<file path="config.mk">
export PLATFORM = sky130hd
export DESIGN_NAME = cao_core
export DESIGN_NICKNAME = d
export VERILOG_FILES = /design/src/rtl/cao_pkg.sv /design/src/rtl/cao_alu.sv /design/src/rtl/cao_core.sv
export VERILOG_INCLUDE_DIRS = /design/src /design/src/rtl
export SDC_FILE = /design/constraint.sdc
export NUM_CORES = 1
export LEC_CHECK = 0
export BUFFER_PORTS_ARGS = -buffer_cell sky130_fd_sc_hd__buf_2
export CAP_MARGIN = 20
export CORE_MARGIN = 1.5
export CORE_UTILIZATION = 45
export CTS_CLUSTER_DIAMETER = 60
export DETAILED_ROUTE_END_ITERATION = 12
export GPL_TIMING_DRIVEN = 0
export MAX_ROUTING_LAYER = met4
export PLACE_DENSITY = 0.81
export RECOVER_POWER = 100
export SLEW_MARGIN = 20
export SYNTH_ARGS = -nofsm -noshare
export SYNTH_HDL_FRONTEND = slang
export SYNTH_SLANG_ARGS = --single-unit
</file>
<file path="constraint.sdc">
create_clock -name pclk -period 4.05 [get_ports pclk]
set_clock_uncertainty 0.15 [all_clocks]
set_input_delay 0.81 -clock pclk [delete_from_list [all_inputs] [get_ports pclk]]
set_output_delay 0.81 -clock pclk [all_outputs]
set_load 0.1 [all_outputs]
</file>
<file path="src/rtl/cao_params.svh">
`ifndef CAO_PARAMS_SVH
`define CAO_PARAMS_SVH

// ---------------------------------------------------------------
// Register offsets (byte addresses on APB)
// ---------------------------------------------------------------
`define CAO_OFF_CTRL    12'h000
`define CAO_OFF_ACC     12'h004
`define CAO_OFF_FLAGS   12'h008
`define CAO_OFF_STATUS  12'h00C
`define CAO_OFF_PC      12'h010

// ---------------------------------------------------------------
// Field positions
// ---------------------------------------------------------------
`define CAO_CTRL_RUN    0
`define CAO_FLG_C       0
`define CAO_FLG_N       1
`define CAO_FLG_PV      2
`define CAO_FLG_H       4
`define CAO_FLG_Z       6
`define CAO_FLG_S       7
`define CAO_ST_HALT     0
`define CAO_ST_IFF      1
`define CAO_ST_MODE_LO  2
`define CAO_ST_MODE_HI  3
`define CAO_ST_BUSY     4

// ---------------------------------------------------------------
// Reset values
// ---------------------------------------------------------------
`define CAO_RST_ACC     8'h00
`define CAO_RST_FLAGS   8'h00
`define CAO_RST_PC      16'h0000

// ---------------------------------------------------------------
// Opcode bytes
// ---------------------------------------------------------------
`define CAO_OP_NOP      8'h00
`define CAO_OP_DAA      8'h27
`define CAO_OP_CPL      8'h2F
`define CAO_OP_SCF      8'h37
`define CAO_OP_CCF      8'h3F
`define CAO_OP_HALT     8'h76
`define CAO_OP_DI       8'hF3
`define CAO_OP_EI       8'hFB
`define CAO_OP_PREFIX   8'hED
`define CAO_OP_NEG      8'h44
`define CAO_OP_IM0      8'h46
`define CAO_OP_IM1      8'h56
`define CAO_OP_IM2      8'h5E

// ---------------------------------------------------------------
// Timing: last counted state of a machine cycle after its fetch state, one state per pclk
// ---------------------------------------------------------------
`define CAO_STATES_PER_M 2'd3

`endif

</file>
<file path="src/rtl/cao_pkg.sv">
package cao_pkg;

  // Accumulator and flag operations of the arithmetic unit
  typedef enum logic [2:0] {
    ALU_NONE = 3'b000,
    ALU_DAA  = 3'b001,
    ALU_CPL  = 3'b010,
    ALU_NEG  = 3'b011,
    ALU_CCF  = 3'b100,
    ALU_SCF  = 3'b101
  } cao_alu_op_t;

  // Instruction sequencer states
  typedef enum logic [1:0] {
    SEQ_STOP  = 2'b00,
    SEQ_FETCH = 2'b01,
    SEQ_WAIT  = 2'b10,
    SEQ_HALT  = 2'b11
  } cao_seq_t;

  // Interrupt response mode
  typedef enum logic [1:0] {
    IMODE_0 = 2'b00,
    IMODE_1 = 2'b01,
    IMODE_2 = 2'b10
  } cao_imode_t;

endpackage
</file>
<file path="src/rtl/cao_alu.sv">
`include "cao_params.svh"

module cao_alu
(
  // Operands
  input  wire logic [7:0]           acc_i,
  input  wire logic [7:0]           flags_i,
  input  wire cao_pkg::cao_alu_op_t op_i,
  // Results
  output logic      [7:0]           acc_o,
  output logic      [7:0]           flags_o
);

  // Even parity gives 1
  function automatic logic even_par(input logic [7:0] v);
    even_par = ~(^v);
  endfunction

  logic [7:0] corr;
  logic       cin;
  logic       hin;
  logic       nin;

  assign cin = flags_i[`CAO_FLG_C];
  assign hin = flags_i[`CAO_FLG_H];
  assign nin = flags_i[`CAO_FLG_N];

  // Correction term for decimal adjust
  always_comb
  begin
    corr = 8'h00;
    if (hin || (acc_i[3:0] > 4'h9))
      corr[3:0] = 4'h6;
    if (cin || (acc_i > 8'h99))
      corr[7:4] = 4'h6;
  end

  // Result and flags; untouched flags pass straight through
  always_comb
  begin
    acc_o   = acc_i;
    flags_o = flags_i;
    unique case (op_i)
      cao_pkg::ALU_DAA:
      begin
        acc_o = nin ? (acc_i - corr) : (acc_i + corr);
        flags_o[`CAO_FLG_C]  = cin || (acc_i > 8'h99);
        flags_o[`CAO_FLG_H]  = nin ? (hin && (acc_i[3:0] < 4'h6))
                                   : (acc_i[3:0] > 4'h9);
        flags_o[`CAO_FLG_Z]  = (acc_o == 8'h00);
        flags_o[`CAO_FLG_S]  = acc_o[7];
        flags_o[`CAO_FLG_PV] = even_par(acc_o);
      end
      cao_pkg::ALU_CPL:
      begin
        acc_o = ~acc_i;
        flags_o[`CAO_FLG_N] = 1'b1;
        flags_o[`CAO_FLG_H] = 1'b1;
      end
      cao_pkg::ALU_NEG:
      begin
        acc_o = 8'h00 - acc_i;
        flags_o[`CAO_FLG_N]  = 1'b1;
        flags_o[`CAO_FLG_C]  = (acc_i != 8'h00);
        flags_o[`CAO_FLG_H]  = (acc_i[3:0] != 4'h0);
        flags_o[`CAO_FLG_Z]  = (acc_i == 8'h00);
        flags_o[`CAO_FLG_S]  = acc_o[7];
        flags_o[`CAO_FLG_PV] = (acc_i == 8'h80);
      end
      cao_pkg::ALU_CCF:
      begin
        flags_o[`CAO_FLG_C] = ~cin;
        flags_o[`CAO_FLG_N] = 1'b0;
        flags_o[`CAO_FLG_H] = cin;     // Unknown; old carry is the cheapest
      end
      cao_pkg::ALU_SCF:
      begin
        flags_o[`CAO_FLG_C] = 1'b1;
        flags_o[`CAO_FLG_N] = 1'b0;
        flags_o[`CAO_FLG_H] = 1'b0;
      end
      default:
      begin
        acc_o   = acc_i;
        flags_o = flags_i;
      end
    endcase
  end

endmodule // cao_alu

</file>
<file path="src/rtl/cao_core.sv">
// How it works
// - Decimal adjust (1 byte, 4 states) makes BCD, sets C, Z, S, H and parity, keeps N.
// - One's complement (1 byte, 4 states) inverts the acc, sets N and H, keeps Z and S.
// - Negate (2 bytes, 8 states) gives the two's complement, sets N, overflow and results.
// - Invert carry (1 byte, 4 states) flips C, clears N, leaves H unknown (here H takes the old C), keeps Z, S, P/V.
// - The all-zero idle instruction only advances the program counter, in 4 states.
// - Halt (1 byte, 4 states) enters the halted condition and alters no flag.
// - The disable instruction clears and the enable one sets the interrupt enable, 4 states.
// - Three prefixed 8-state instructions select interrupt mode 0, 1 or 2, which persists.
// - Parity on P/V is 1 for an even count of one bits and 0 for odd.
// - Overflow on P/V is 1 when a signed overflow occurred and 0 otherwise.
// - Unaffected flags keep their value, reset flags are 0, set flags are 1.
`include "cao_params.svh"

module cao_core
(
  // APB clock and reset
  input  wire logic        pclk,
  input  wire logic        presetn,
  // APB slave
  input  wire logic        psel,
  input  wire logic        penable,
  input  wire logic        pwrite,
  input  wire logic [11:0] paddr,
  input  wire logic [31:0] pwdata,
  output logic      [31:0] prdata,
  output logic             pready,
  output logic             pslverr,
  // Program memory fetch
  output logic             fetch_req,
  output logic      [15:0] fetch_addr,
  input  wire logic        fetch_valid,
  input  wire logic [7:0]  fetch_data,
  // Interrupt request and acknowledge
  input  wire logic        irq_req,
  output logic             irq_ack,
  output logic             halted
);

  // ---------------------------------------------------------------
  // State
  // ---------------------------------------------------------------
  cao_pkg::cao_seq_t    seq_q;
  cao_pkg::cao_imode_t  imode_q;
  cao_pkg::cao_alu_op_t alu_op;
  logic [1:0]  tcnt_q;
  logic [7:0]  byte_q;
  logic        prefix_q;
  logic [15:0] pc_q;
  logic [7:0]  acc_q;
  logic [7:0]  flags_q;
  logic        run_q;
  logic        iff_q;
  logic        halt_q;
  logic        fetch_req_q;
  logic        irq_ack_q;
  logic [31:0] prdata_q;
  logic        pready_q;
  logic        pslverr_q;
  logic [7:0]  acc_n;
  logic [7:0]  flags_n;

  // ---------------------------------------------------------------
  // APB decode
  // ---------------------------------------------------------------
  logic apb_acc;
  logic apb_wr;
  logic hit;

  // Access taken on the first cycle of the access phase
  assign apb_acc = psel && penable && !pready_q;
  assign apb_wr  = apb_acc && pwrite;

  always_comb
  begin
    unique case (paddr)
      `CAO_OFF_CTRL, `CAO_OFF_ACC, `CAO_OFF_FLAGS,
      `CAO_OFF_STATUS, `CAO_OFF_PC: hit = 1'b1;
      default:                      hit = 1'b0;
    endcase
  end

  // ---------------------------------------------------------------
  // Instruction decode
  // ---------------------------------------------------------------
  logic last_state;
  logic exec;
  logic is_prefix;
  logic is_halt;
  logic is_di;
  logic is_ei;
  logic is_im;
  cao_pkg::cao_imode_t im_val;

  assign last_state = (seq_q == cao_pkg::SEQ_WAIT) && (tcnt_q == `CAO_STATES_PER_M);
  assign is_prefix  = !prefix_q && (byte_q == `CAO_OP_PREFIX);
  // Execution lands on the last state of the final machine cycle
  assign exec       = last_state && !is_prefix;

  // Unknown opcodes fall into the idle case and change nothing
  always_comb
  begin
    alu_op  = cao_pkg::ALU_NONE;
    is_halt = 1'b0;
    is_di   = 1'b0;
    is_ei   = 1'b0;
    is_im   = 1'b0;
    im_val  = cao_pkg::IMODE_0;
    if (prefix_q)
    begin
      unique case (byte_q)
        `CAO_OP_NEG: alu_op = cao_pkg::ALU_NEG;
        `CAO_OP_IM0: is_im  = 1'b1;
        `CAO_OP_IM1:
        begin
          is_im  = 1'b1;
          im_val = cao_pkg::IMODE_1;
        end
        `CAO_OP_IM2:
        begin
          is_im  = 1'b1;
          im_val = cao_pkg::IMODE_2;
        end
        default:     alu_op = cao_pkg::ALU_NONE;
      endcase
    end
    else
    begin
      unique case (byte_q)
        `CAO_OP_DAA:  alu_op  = cao_pkg::ALU_DAA;
        `CAO_OP_CPL:  alu_op  = cao_pkg::ALU_CPL;
        `CAO_OP_CCF:  alu_op  = cao_pkg::ALU_CCF;
        `CAO_OP_SCF:  alu_op  = cao_pkg::ALU_SCF;
        `CAO_OP_HALT: is_halt = 1'b1;
        `CAO_OP_DI:   is_di   = 1'b1;
        `CAO_OP_EI:   is_ei   = 1'b1;
        `CAO_OP_NOP:  alu_op  = cao_pkg::ALU_NONE;
        default:      alu_op  = cao_pkg::ALU_NONE;
      endcase
    end
  end

  // ---------------------------------------------------------------
  // Arithmetic unit
  // ---------------------------------------------------------------
  cao_alu u_alu
  (
    .acc_i   (acc_q),
    .flags_i (flags_q),
    .op_i    (alu_op),
    .acc_o   (acc_n),
    .flags_o (flags_n)
  );

  // ---------------------------------------------------------------
  // Sequencer: fetch, count states, execute
  // ---------------------------------------------------------------
  logic take_irq;

  assign take_irq = (seq_q == cao_pkg::SEQ_HALT) && irq_req && iff_q;

  // Program counter moves only when a byte is taken or a bus write loads it in stop, never in halt
  always_ff @(posedge pclk or negedge presetn)
  begin
    if (!presetn)
    begin
      seq_q       <= cao_pkg::SEQ_STOP;
      tcnt_q      <= 2'd0;
      byte_q      <= `CAO_OP_NOP;
      prefix_q    <= 1'b0;
      pc_q        <= `CAO_RST_PC;
      fetch_req_q <= 1'b0;
    end
    else
    begin
      unique case (seq_q)
        cao_pkg::SEQ_STOP:
        begin
          if (apb_wr && paddr == `CAO_OFF_PC)
            pc_q <= pwdata[15:0];
          if (run_q)
          begin
            seq_q       <= cao_pkg::SEQ_FETCH;
            fetch_req_q <= 1'b1;
          end
        end
        cao_pkg::SEQ_FETCH:
        begin
          if (fetch_valid)
          begin
            byte_q      <= fetch_data;
            pc_q        <= pc_q + 16'h0001;
            fetch_req_q <= 1'b0;
            tcnt_q      <= 2'd1;
            seq_q       <= cao_pkg::SEQ_WAIT;
          end
        end
        cao_pkg::SEQ_WAIT:
        begin
          tcnt_q <= tcnt_q + 2'd1;
          if (last_state)
          begin
            tcnt_q   <= 2'd0;
            prefix_q <= is_prefix;                   // Second byte adds 4 states
            if (exec && is_halt)
              seq_q <= cao_pkg::SEQ_HALT;
            else if (run_q || is_prefix)
            begin
              seq_q       <= cao_pkg::SEQ_FETCH;
              fetch_req_q <= 1'b1;
            end
            else
              seq_q <= cao_pkg::SEQ_STOP;
          end
        end
        cao_pkg::SEQ_HALT:
        begin
          // Internal idle machine cycles; program flow frozen
          tcnt_q <= tcnt_q + 2'd1;
          if (take_irq)
          begin
            tcnt_q      <= 2'd0;
            seq_q       <= cao_pkg::SEQ_FETCH;
            fetch_req_q <= 1'b1;
          end
        end
      endcase
    end
  end

  // ---------------------------------------------------------------
  // Accumulator and flags; execution beats a same-cycle bus write
  // ---------------------------------------------------------------
  always_ff @(posedge pclk or negedge presetn)
  begin
    if (!presetn)
    begin
      acc_q   <= `CAO_RST_ACC;
      flags_q <= `CAO_RST_FLAGS;
    end
    else if (exec)
    begin
      acc_q   <= acc_n;
      flags_q <= flags_n;
    end
    else if (apb_wr && paddr == `CAO_OFF_ACC)
      acc_q <= pwdata[7:0];
    else if (apb_wr && paddr == `CAO_OFF_FLAGS)
      flags_q <= pwdata[7:0];
  end

  // ---------------------------------------------------------------
  // CPU control: run, interrupt enable, mode, halt, acknowledge
  // ---------------------------------------------------------------
  always_ff @(posedge pclk or negedge presetn)
  begin
    if (!presetn)
    begin
      run_q     <= 1'b0;
      iff_q     <= 1'b0;
      imode_q   <= cao_pkg::IMODE_0;
      halt_q    <= 1'b0;
      irq_ack_q <= 1'b0;
    end
    else
    begin
      irq_ack_q <= take_irq;
      if (apb_wr && paddr == `CAO_OFF_CTRL)
        run_q <= pwdata[`CAO_CTRL_RUN];
      if (exec && is_di)
        iff_q <= 1'b0;
      else if (exec && is_ei)
        iff_q <= 1'b1;
      else if (take_irq)
        iff_q <= 1'b0;              // Masks nested requests on acceptance
      if (exec && is_im)
        imode_q <= im_val;
      if (exec && is_halt)
        halt_q <= 1'b1;
      else if (take_irq)
        halt_q <= 1'b0;
    end
  end

  // ---------------------------------------------------------------
  // APB response: one wait state, registered data and error
  // ---------------------------------------------------------------
  always_ff @(posedge pclk or negedge presetn)
  begin
    if (!presetn)
    begin
      prdata_q  <= 32'h0000_0000;
      pready_q  <= 1'b0;
      pslverr_q <= 1'b0;
    end
    else
    begin
      pready_q  <= apb_acc;
      pslverr_q <= apb_acc && !hit;
      prdata_q  <= 32'h0000_0000;
      if (apb_acc && !pwrite)
      begin
        unique case (paddr)
          `CAO_OFF_CTRL:   prdata_q <= {31'h0, run_q};
          `CAO_OFF_ACC:    prdata_q <= {24'h0, acc_q};
          `CAO_OFF_FLAGS:  prdata_q <= {24'h0, flags_q};
          `CAO_OFF_STATUS: prdata_q <= {27'h0, (seq_q != cao_pkg::SEQ_STOP),
                                        imode_q, iff_q, halt_q};
          `CAO_OFF_PC:     prdata_q <= {16'h0, pc_q};
          default:         prdata_q <= 32'h0000_0000;
        endcase
      end
    end
  end

  // ---------------------------------------------------------------
  // Outputs
  // ---------------------------------------------------------------
  assign prdata     = prdata_q;
  assign pready     = pready_q;
  assign pslverr    = pslverr_q;
  assign fetch_req  = fetch_req_q;
  assign fetch_addr = pc_q;
  assign irq_ack    = irq_ack_q;
  assign halted     = halt_q;

endmodule // cao_core

</file>
==> flow_summary.json <==
{
  "postSynthAreaPerCell_um2": 8.80,
  "pwr-share-comb_pct": 67.9,
  "dr.pass1.iters": 6,
  "p_sw_mw": 2.90,
  "worst_slew_pin_slew_ps": 1490,
  "clockRootBuffer": "clkbuf_8",
  "synth_common_cells": "dfrtp_1, nand2_1, nor2_1",
  "core_area_mm2": 0.0103,
  "cp-end-kind": "flop",
  "vias": 4787,
  "p_total_mw": 5.59,
  "dieHeight_um": 106,
  "max-slew-margin-rel_pct": 0.394,
  "yosys.area.top_type": "dfrtp_1",
  "antenna_cells": 0,
  "die-area_mm2": 0.0112,
  "tritoncts": "yes",
  "slew_violations": 0,
  "ys_top_cells_by_area": "dfrtp_1, ha_1, nand2_1, mux2_2, nor2_1",
  "fp.dieW_um": 106,
  "drtIter0Drc": 546,
  "pin_count": 112,
  "nFillCells": 949,
  "antenna_left": 0,
  "peakVddDrop_v": 0.000568,
  "grt_start_max_net_pins": 43,
  "cts_buffers": 9,
  "hold-worst-slack_ps": 369,
  "grt_pass1_wl_um": 22500,
  "outcome": "complete, but fails checks",
  "clk_latency_ps": 360,
  "grt_usage_pct": 26.3,
  "start_util_pct": 46.3,
  "syn_inst": 541,
  "cp.required_ps": 4150,
  "drt_wl_total_um": 14300,
  "async_reset_ff_share_pct": 100,
  "synth_area_mm2": 0.00476,
  "ys_seq_area_share_pct": 36.8,
  "gp_congestion": 0.988,
  "drc_errors": 0,
  "synth_flop_cell": "dfrtp_1",
  "timing.final.crit_share_pct": 96.0,
  "clk_pin_slew_ps": 80,
  "clkPwrFrac_pct": 11.5,
  "wl_per_cell_um": 17.7,
  "setup_ws_ps": 162,
  "htreeDepth": 3,
  "fp-row-count": 37,
  "swShare_pct": 51.8,
  "p_per_area_mw_per_mm2": 964,
  "synth.most_common_cell": "dfrtp_1",
  "ys_ff_latch": 70,
  "p_int_mw": 2.70,
  "syn_to_final_growth_pct": 21.8,
  "max_freq_mhz": 257,
  "io_buffers": 78,
  "synth_cell_types": 68,
  "yosysWarnings": 0,
  "setup_viol": 0,
  "cts_buffer_depth": 2,
  "start_kind": "flop",
  "grt_pass1_vias": 4448,
  "p_seq_share_pct": 20.6,
  "synth_top_area_share_pct": 36.8,
  "arrival_ps": 3980,
  "period_needed_ps": 3890,
  "hold_viol_final": 0,
  "violations": "capacitance limit",
  "synth_edf_count": 0,
  "worstHoldPathType": "flop to flop",
  "worstPathMaxFanout": 8,
  "hpwl_um": 10500,
  "overflow": 0,
  "avgViaCountPerCell": 5.95,
  "post-place-ws_ps": -633,
  "drive_above_1_share_pct": 21.7,
  "cts_num_sinks": 70,
  "critical_path_class": "flop to flop",
  "layout.nets": 743,
  "antenna_found_initial": 0,
  "p_leak_nw": 2.51,
  "drv_cap": 1
}
[state kept, by name, indices dropped and copies added (netlist names)]
name,cells
prefix_q,1
flags_q,8
halted,1
tcnt_q,2
byte_q,8
iff_q,1
acc_q,8
pready,1
run_q,1
irq_ack,1
prdata,16
pslverr,1
fetch_addr,16
seq_q,2
fetch_req,1
imode_q,2
[layer usage]
layer	wire length, um	GRT usage, %
met1	6080	35.2
met2	6640	41.0
met3	1200	4.14
met4	336	8.01
met5	0	-
[critical path, stage by stage, from the launching register on]
cell	delay (ps)
dfrtp_1	420
inv_2	140
ha_4	160
nor2_2	40
o21a_1	190
a311oi_4	330
buf_4	190
nand2_1	70
o21ai_1	120
ha_2	340
and2_1	150
o22ai_1	120
o21ai_0	130
a211oi_2	260
ha_1	280
xnor2_1	180
xnor2_1	100
nand2_1	110
a21oi_2	60
a221o_1	260
[cells in the final DEF (no fill, tap or decap), types with 4 or more instances in the layout]
master	instances
dfrtp_1	69
nand2_1	62
clkbuf_1	58
nor2_1	42
buf_2	41
buf_4	33
nand3_1	29
o21ai_0	21
a21oi_1	20
nor3_1	19
ha_1	17
mux2_2	16
conb_1	16
and3_1	14
inv_1	13
nand2b_1	9
clkbuf_8	9
nand4b_1	8
xnor2_1	8
a222oi_1	8
nand4_1	7
a32oi_1	7
o21a_1	7
o31ai_1	6
nor4_1	6
or4_1	6
nor2b_1	5
or3_1	5
nor3b_1	5
a211oi_1	5
o21ai_1	5
o221ai_1	4
o211ai_1	4
[layout make-up]
type	instances	area, um2	area share, %
Inverter	15	56.3	0.971
Clock buffer	9	124	2.14
Multi-Input combinational cell	429	2880	49.7
Sequential cell	70	1750	30.2
Timing Repair Buffer	96	475	8.20
Tap cell	136	170	2.93
Buffer	42	244	4.21
Clock inverter	7	95.1	1.64
[metrics by stage]
step	std cells	util, %	setup TNS [ps]	area [um2]
after detailed placement	771	52.5	-1090	5400
after floorplan	556	-	0	4820
after CTS	794	55.6	0	5720
after global placement	770	52.3	-840	5380
final	804	56.4	0	5800
after global routing	804	56.4	-20.5	5800
[power by group through the flow]
stage	Clock, mW	Combinational (mW)	Sequential (mW)
2_1_floorplan	0	2.06	1.60
3_3_place_gp	0	3.12	1.14
3_5_place_dp	0	3.22	1.15
4_1_cts	0.652	3.40	1.14
5_1_grt	0.678	4.08	1.19
6_report	0.644	3.80	1.15
[kinds of logic after synthesis]
group	Yosys count	synth area share, %
XOR/XNOR	10	1.84
AO/OA/AOI/OAI	122	18.5
other	1	0.0788
AND/OR/NAND/NOR	241	26.5
multiplexers	19	4.42
flip-flops	70	36.8
buffers and inverters	57	6.33
adder cells (fa/ha/maj)	21	5.52
[what timing repair did]
item,in CTS,in global routing
gates cloned,0,0
endpoints found under the setup margin,2,2
resized for setup,9,24
pin swaps,1,13
setup buffers,7,10
hold buffers,0,0
[worst paths after layout]
check	startpoint	endpoint	slack (ps)	cells after the start
setup / recovery	acc_q[1]$_DFFE_PN0P_	flags_q[2]$_DFFE_PN0P_	160	19
hold reg to reg	fetch_req$_DFFE_PN0P_	fetch_req$_DFFE_PN0P_	370	1
hold / removal	fetch_req$_DFFE_PN0P_	fetch_req$_DFFE_PN0P_	370	1
max in group asynchronous	presetn	acc_q[0]$_DFFE_PN0P_	1250	2
setup reg to reg	acc_q[1]$_DFFE_PN0P_	flags_q[2]$_DFFE_PN0P_	160	19
min in group asynchronous	presetn	prdata[9]$_DFF_PN0_	640	1
No activity file was read; power rests on OpenSTA's default activity.
